## config.mk

```make
export PLATFORM = sky130hd
export DESIGN_NAME = frame_irq_regs
export DESIGN_NICKNAME = d
export VERILOG_FILES = /design/src/common/frame_irq_pkg.sv /design/src/hdl/frame_irq_regs.sv
export SDC_FILE = /design/constraint.sdc
export NUM_CORES = 1
export LEC_CHECK = 0
export ABC_AREA = 0
export BUFFER_PORTS_ARGS = -buffer_cell sky130_fd_sc_hd__buf_4
export CORE_AREA = 4 4 73 143
export CTS_CLUSTER_SIZE = 14
export DETAILED_ROUTE_END_ITERATION = 10
export DIE_AREA = 0 0 77 147
export GPL_ROUTABILITY_DRIVEN = 0
export PLACE_DENSITY = 0.82
export SYNTH_ARGS = -nofsm -noshare
export SYNTH_HDL_FRONTEND = slang
export SYNTH_SLANG_ARGS = --single-unit
export TNS_END_PERCENT = 30
```

## constraint.sdc

```tcl
create_clock -name pclk -period 3 [get_ports pclk]
set_clock_uncertainty 0.2 [all_clocks]
set_input_delay 0.3 -clock pclk [delete_from_list [all_inputs] [get_ports pclk]]
set_output_delay 0.3 -clock pclk [all_outputs]
set_load 0.05 [all_outputs]
```

## src/common/frame_irq_pkg.sv

```systemverilog
/*
  Constants for the interrupt-mask and frame-interval register bank:
  register offsets, field positions, reset values and timing counts.
  Assumes a 100 MHz register clock and a 12 MHz bit-time rate.
*/
`default_nettype none
package frame_irq_pkg;

  // register indices; the byte address is four times the index
  localparam logic [7:0]  IDX_MASK_SET     = 8'h04;
  localparam logic [7:0]  IDX_MASK_CLEAR   = 8'h05;
  localparam logic [7:0]  IDX_FRAME_LEN    = 8'h0D;
  localparam logic [7:0]  IDX_FRAME_LEFT   = 8'h0E;
  localparam logic [7:0]  IDX_SRC_FLAGS    = 8'h02;
  localparam logic [7:0]  IDX_CMD_STATE    = 8'h08;
  localparam logic [11:0] ADDR_MASK_SET    = {2'h0, IDX_MASK_SET, 2'h0};
  localparam logic [11:0] ADDR_MASK_CLEAR  = {2'h0, IDX_MASK_CLEAR, 2'h0};
  localparam logic [11:0] ADDR_FRAME_LEN   = {2'h0, IDX_FRAME_LEN, 2'h0};
  localparam logic [11:0] ADDR_FRAME_LEFT  = {2'h0, IDX_FRAME_LEFT, 2'h0};
  localparam logic [11:0] ADDR_SRC_FLAGS   = {2'h0, IDX_SRC_FLAGS, 2'h0};
  localparam logic [11:0] ADDR_CMD_STATE   = {2'h0, IDX_CMD_STATE, 2'h0};

  // read and write command codes of the byte command port
  localparam logic [7:0]  CMD_RD_MASK_CLEAR = 8'h05;
  localparam logic [7:0]  CMD_WR_MASK_CLEAR = 8'h85;
  localparam logic [7:0]  CMD_RD_FRAME_LEN  = 8'h0D;
  localparam logic [7:0]  CMD_WR_FRAME_LEN  = 8'h8D;

  // mask / flag layout
  localparam int          GATE_BIT          = 31;
  localparam int          SRC_W             = 7;
  localparam logic [6:0]  SRC_VALID         = 7'h7D; // bit 1 reserved
  localparam int          ROOT_PORT_BIT     = 6;
  localparam int          FRAME_WRAP_BIT    = 5;
  localparam int          FATAL_FAULT_BIT   = 4;
  localparam int          WAKEUP_BIT        = 3;
  localparam int          FRAME_BEGIN_BIT   = 2;
  localparam int          OVERRUN_BIT       = 0;

  // frame-length register fields
  localparam int          LEN_W             = 14;
  localparam int          LEN_LSB           = 0;
  localparam int          MAXB_W            = 15;
  localparam int          MAXB_LSB          = 16;
  localparam int          FLIP_BIT          = 31;
  localparam logic [13:0] LEN_NOMINAL       = 14'h2EDF; // 11999
  localparam logic [14:0] MAXB_RESET        = 15'h0000;
  localparam logic        FLIP_RESET        = 1'b0;

  // command-state register: soft reset bit
  localparam int          SOFT_RESET_BIT    = 0;

  // bit time: 12 MHz bit rate against 100 MHz clock
  localparam int          CLK_HZ            = 100_000_000;
  localparam int          BIT_HZ            = 12_000_000;
  localparam int          BIT_CYCLES        = CLK_HZ / BIT_HZ; // rounds down, 8
  localparam logic [3:0]  BIT_CYC_LAST      = 4'(BIT_CYCLES - 1);

endpackage : frame_irq_pkg
`default_nettype wire

```

## src/hdl/frame_irq_regs.sv

```systemverilog
/*
  Interrupt-mask set/clear pair and frame-interval register with its
  bit-time frame counter, reached over apb.
  Assumes a single pclk domain and event inputs synchronous to it.
*/
`timescale 1ns/1ps
`default_nettype none

module frame_irq_regs
  import frame_irq_pkg::*;
#(
  parameter int ADDR_W = 12
)
(
  input  wire logic              pclk,
  input  wire logic              presetn,
  input  wire logic              psel,
  input  wire logic              penable,
  input  wire logic              pwrite,
  input  wire logic [ADDR_W-1:0] paddr,
  input  wire logic [31:0]       pwdata,
  input  wire logic [3:0]        pstrb,
  output logic      [31:0]       prdata,
  output logic                   pready,
  output logic                   pslverr,
  input  wire logic [SRC_W-1:0]  src_event,
  output logic                   irq,
  output logic                   frame_begin,
  output logic      [MAXB_W-1:0] max_transfer_count
);

  // elaboration-time refusal: the decoder needs twelve address bits
  if (ADDR_W < 12)
  begin : g_addr_w_check
    $error("ADDR_W must cover the register map");
  end

  ////////////////////////////////////////////////////////////////////////
  // bus decode

  logic wr_en;
  logic rd_en;
  logic hit;
  logic [11:0] addr12;

  assign addr12  = paddr[11:0];
  assign wr_en   = psel && penable && pwrite;
  assign rd_en   = psel && penable && !pwrite;
  assign pready  = 1'b1;                     // zero wait states
  assign hit     = (addr12 == ADDR_MASK_SET)  || (addr12 == ADDR_MASK_CLEAR) ||
                   (addr12 == ADDR_FRAME_LEN) || (addr12 == ADDR_FRAME_LEFT) ||
                   (addr12 == ADDR_SRC_FLAGS) || (addr12 == ADDR_CMD_STATE);
  assign pslverr = psel && penable && !hit;

  // byte-lane merge; reserved lanes are simply dropped by the field masks
  function automatic logic [31:0] merge(input logic [31:0] old_v,
                                        input logic [31:0] new_v,
                                        input logic [3:0]  strb);
    logic [31:0] r;
    r = old_v;
    for (int i = 0; i < 4; i++)
      if (strb[i])
        r[8*i +: 8] = new_v[8*i +: 8];
    return r;
  endfunction : merge

  logic [31:0] wdata_eff;
  assign wdata_eff = merge(32'h0000_0000, pwdata, pstrb);

  ////////////////////////////////////////////////////////////////////////
  // soft reset pulse from the command-state register

  logic soft_reset;
  assign soft_reset = wr_en && (addr12 == ADDR_CMD_STATE) &&
                      wdata_eff[SOFT_RESET_BIT];

  ////////////////////////////////////////////////////////////////////////
  // interrupt mask and global gate

  logic [SRC_W-1:0] mask_q;
  logic             gate_q;

  // set via the set register, clear via the clear register
  always_ff @(posedge pclk or negedge presetn)
  begin
    if (!presetn)
    begin
      mask_q <= 7'h00;
      gate_q <= 1'b0;
    end
    else if (soft_reset)
    begin
      mask_q <= 7'h00;
      gate_q <= 1'b0;
    end
    else if (wr_en && addr12 == ADDR_MASK_SET)
    begin
      mask_q <= mask_q | (wdata_eff[SRC_W-1:0] & SRC_VALID);
      gate_q <= gate_q | wdata_eff[GATE_BIT];
    end
    else if (wr_en && addr12 == ADDR_MASK_CLEAR)
    begin
      mask_q <= mask_q & ~(wdata_eff[SRC_W-1:0] & SRC_VALID);
      gate_q <= gate_q & ~wdata_eff[GATE_BIT];
    end
  end

  ////////////////////////////////////////////////////////////////////////
  // sticky source flags, write one to clear; a new event wins over clear

  logic [SRC_W-1:0] flags_q;
  logic [SRC_W-1:0] ev_all;
  logic [SRC_W-1:0] flag_clr;

  assign flag_clr = (wr_en && addr12 == ADDR_SRC_FLAGS) ?
                    wdata_eff[SRC_W-1:0] : 7'h00;

  always_ff @(posedge pclk or negedge presetn)
  begin
    if (!presetn)
      flags_q <= 7'h00;
    else if (soft_reset)
      flags_q <= 7'h00;
    else
      flags_q <= ((flags_q & ~flag_clr) | ev_all) & SRC_VALID;
  end

  assign irq = gate_q && |(flags_q & mask_q);

  ////////////////////////////////////////////////////////////////////////
  // frame-length register

  logic [LEN_W-1:0]  len_q;
  logic [MAXB_W-1:0] maxb_q;
  logic              flip_q;

  // writable at any time; the counter takes a new length at its next reload
  always_ff @(posedge pclk or negedge presetn)
  begin
    if (!presetn)
    begin
      len_q  <= LEN_NOMINAL;
      maxb_q <= MAXB_RESET;
      flip_q <= FLIP_RESET;
    end
    else if (soft_reset)
      len_q  <= LEN_NOMINAL;
    else if (wr_en && addr12 == ADDR_FRAME_LEN)
    begin
      len_q  <= wdata_eff[LEN_LSB +: LEN_W];
      maxb_q <= wdata_eff[MAXB_LSB +: MAXB_W];
      flip_q <= wdata_eff[FLIP_BIT];
    end
  end

  ////////////////////////////////////////////////////////////////////////
  // bit-time enable divider

  logic [3:0] div_q;
  logic       bit_tick;

  assign bit_tick = (div_q == BIT_CYC_LAST);

  always_ff @(posedge pclk or negedge presetn)
  begin
    if (!presetn)
      div_q <= 4'h0;
    else if (bit_tick)
      div_q <= 4'h0;
    else
      div_q <= div_q + 4'h1;
  end

  ////////////////////////////////////////////////////////////////////////
  // bits-left down counter and its toggle

  logic [LEN_W-1:0] left_q;
  logic             left_flip_q;
  logic             at_zero;
  logic             frame_begin_q;

  assign at_zero = (left_q == 14'h0000);

  // reload on the bit boundary after zero; toggle copied at the same point
  always_ff @(posedge pclk or negedge presetn)
  begin
    if (!presetn)
    begin
      left_q        <= 14'h0000;
      left_flip_q   <= 1'b0;
      frame_begin_q <= 1'b0;
    end
    else
    begin
      frame_begin_q <= 1'b0;
      if (bit_tick)
      begin
        if (at_zero)
        begin
          left_q        <= len_q;
          left_flip_q   <= flip_q;
          frame_begin_q <= 1'b1;
        end
        else
          left_q <= left_q - 14'h0001;
      end
    end
  end

  assign frame_begin = frame_begin_q;

  // largest-transfer counter loaded at each frame start
  always_ff @(posedge pclk or negedge presetn)
  begin
    if (!presetn)
      max_transfer_count <= 15'h0000;
    else if (frame_begin_q)
      max_transfer_count <= maxb_q;
  end

  // internal frame events join the external ones
  always_comb
  begin
    ev_all = src_event & SRC_VALID;
    ev_all[FRAME_BEGIN_BIT] = src_event[FRAME_BEGIN_BIT] | frame_begin_q;
  end

  ////////////////////////////////////////////////////////////////////////
  // read mux, registered so read data comes from flip-flops

  logic [31:0] rd_d;

  always_comb
  begin
    rd_d = 32'h0000_0000;
    unique case (addr12)
      ADDR_MASK_SET,
      ADDR_MASK_CLEAR: rd_d = {gate_q, 24'h000000, mask_q};
      ADDR_FRAME_LEN:  rd_d = {flip_q, maxb_q, 2'b00, len_q};
      ADDR_FRAME_LEFT: rd_d = {left_flip_q, 17'h00000, left_q};
      ADDR_SRC_FLAGS:  rd_d = {25'h0000000, flags_q};
      default:         rd_d = 32'h0000_0000;
    endcase
  end

  // captured in the setup cycle, held through the access cycle
  always_ff @(posedge pclk or negedge presetn)
  begin
    if (!presetn)
      prdata <= 32'h0000_0000;
    else if (psel && !penable && !pwrite)
      prdata <= rd_d;
  end

endmodule : frame_irq_regs

`default_nettype wire

```

==> reports/metrics.yaml <==
cells_and_area:
  final_cell_mix: "118 x buf_4, 97 x dfrtp_1, 72 x nand2_1"
  diodes: 0
  fillers: 702
  area_growth_pct: 26.9
  drive_gt1_share_pct: 28.9
  final_common_cell: "buf_4"
  fin_util_pct: 67.9
  fin_nets: 681
cts:
  numCtsBuffers: 9
  clkSinkCount: 108
  clock_latency_ns: 0.35
  h-tree-depth: 3
  clk_pin_slew_worst_paths_ns: 0.07
  cts_setup_buffers: 0
  cts.path.max_buffers: 2
  cts_repair_resize_count: 0
  tritoncts: "built"
  root_buffer: "clkbuf_16"
  postCtsHoldBufs: 17
routing:
  wl_mm: 14.1
  viasPerCell: 6.08
  dr.pass1.iters: 5
  drt_iter0_markers: 413
  drt-wirelength-per-cell_um: 19.4
  vias: 4421
  final_antenna_net_count: 0
  drc: 0
outcome:
  status: "complete, but fails checks"
  violations: "negative hold slack"
die:
  die_y_um: 147
  io-pin-count: 111
  core-area_um2: 9320
  die-area_um2: 11300
  fp.dieW_um: 77
  core.rowCount: 50
  initial_core_util_pct: 53.5
hold_path:
  hold_path_startpoint: "pwdata[24]"
  hold_class: "input port to flop"
  min_path_cells: 3
  whs_endpoint: "maxb_q[8]"
synthesis:
  synthTopCellsByArea: "dfrtp_1 49%, dfstp_2 5.8%, nand2_1 5.4%"
  yosysSeqAreaShare_pct: 54.5
  ys_warn_count: 0
  yosys_most_used_dff: "dfrtp_1"
  avgSynthCellArea_um2: 9.92
  syn_area_um2: 4990
  syn_inst: 503
  synth_top_area_cell: "dfrtp_1"
  synth-edff-count: 0
  synthArstFlopShare_pct: 100
  ys_types: 49
  yosys_register_bits: 108
  netlist.area_leader.share_pct: 48.7
timing:
  setup-tns-final_ns: 0
  rsz0062_at_grt: "no"
  slew_violations: 0
  whs_ns: -0.00312
  fin_ws_ns: 0.723
  setup_viol: 0
  worstMarginPinSlew_ns: 0.798
  fmax_mhz: 439
  finalHoldViolCount: 1
  fin_crit_ns: 2.28
  relSlewSlack_pct: 46.8
  fin_crit_sh_pct: 75.9
setup_path:
  r2r-end: "left_q[8]"
  critPathMaxFanout: 6
  regToRegSetupSlack_ns: 0.72
  cp.required_ns: 3.02
  cp.arrival_ns: 2.30
  start_kind: "flop"
  r2r_cells: 7
  r2r-start: "left_q[0]"
  crit_type: "flop to flop"
  endpoint_kind: "flop"
global_routing:
  overflow: 0
  grt_pass1_wl_mm: 22.6
  grt_pass1_vias: 4555
  grt_antenna_before_repair: 0
  gr-usage-all-layers_pct: 25.1
  grt_max_degree: 77
pwr:
  p_leak_nw: 3.03
  irDropWorstVdd_uv: 428
  power_density_nw_per_um2: 529
placed_design:
  numPortBuffers: 104
  place_worst_setup_slack_ns: 0.378
  dp_hpwl_mm: 10.0
run:
  cap_viol_max_count: 0
stage by stage:
step | instance area (µm²) | std cells | total power, mW | hold WS [ns]
floorplan | 4990 | 504 | 1.95 | -0.196
global placement | 5860 | 694 | 2.14 | 0.0600
detailed placement | 5860 | 694 | 2.16 | 0.0644
CTS | 6330 | 727 | 3.34 | 0.00255
global route | 6330 | 727 | 3.49 | 0.00351
finish | 6330 | 727 | 3.35 | -0.00312
final cells by class:
class,count,area [µm²],share of cell area [%]
clock inverter,4,37.5,0.593
inverter,17,63.8,1.01
sequential,108,2720,42.9
timing repair buffer,136,1080,17.0
clock buffer,12,256,4.05
multi-input combinational,346,2050,32.4
tap,104,130,2.06
how the worst max path moves through the flow:
stage          startpoint          to  cells past startpoint
2_1_floorplan   paddr[11]  prdata[16]                      7
3_3_place_gp    paddr[11]    len_q[5]                      6
3_5_place_dp    paddr[11]  prdata[20]                      7
4_1_cts         paddr[11]  prdata[20]                      7
5_1_grt         left_q[0]   left_q[8]                      7
6_report        left_q[0]   left_q[8]                      7
power breakdown:
group,internal (mW),leakage [nW],switching [mW]
clock,0.624,0.146,0.558
sequential,1.54,1.41,0.134
combinational,0.210,1.47,0.281
total,2.38,3.03,0.973
synth_stat cells, types with 2 or more instances:
cell type	number
or2_2	2
mux2i_1	3
a22oi_1	28
a31oi_1	2
o21ai_0	44
buf_6	3
nor3_1	6
nor4_1	6
ha_1	3
nand3b_1	3
mux2_2	16
nor2_1	24
a22o_1	5
nand3_1	41
or3_1	6
a21oi_1	30
and3b_1	2
a22o_2	10
dfrtp_1	97
o211ai_1	6
buf_2	5
nor2b_1	3
o32ai_1	2
nand4_1	4
buf_4	3
conb_1	2
nand2_1	72
nand2b_1	2
inv_1	17
a21o_1	2
clkbuf_1	21
dfstp_2	11
or4_4	3
o31ai_1	4
layer usage:
| layer | share of wire [%] | vias up | global-route usage [%] | wire length (µm) |
|---|---|---|---|---|
| met3 | 6.6 | 42 | 5.28 | 931 |
| li1 | - | 2025 | - | - |
| met2 | 56 | 193 | 46.5 | 7860 |
| met1 | 33 | 2161 | 26.2 | 4710 |
| met4 | 4.1 | 0 | 13.2 | 571 |
| met5 | 0 | - | 0 | 0 |
worst max-delay path: stages (launching register included):
cell     delay [ns]
dfrtp_1        0.43
inv_1          0.13
ha_1           0.19
or3b_1         0.46
nor3_1         0.22
o21ai_0        0.14
o31ai_1        0.25
o21ai_0        0.12
sequential cells by signal, summed over array words and instances (netlist names):
register            cells
left_flip_q             1
gate_q                  1
frame_begin             1
div_q                   4
maxb_q                 15
prdata                 30
flags_q                 6
mask_q                  6
max_transfer_count     15
left_q                 14
flip_q                  1
len_q                  14
cell families after synthesis:
kind of cell | share of synthesized area, %
AND/OR/NAND/NOR | 17.7
AO/OA/AOI/OAI | 17.8
flip-flops | 54.5
buffers and inverters | 4.56
multiplexers | 4.21
adder cells (fa/ha/maj) | 0.753
other | 0.151
XOR/XNOR | 0.351
No activity file was read; power rests on OpenSTA's default activity.
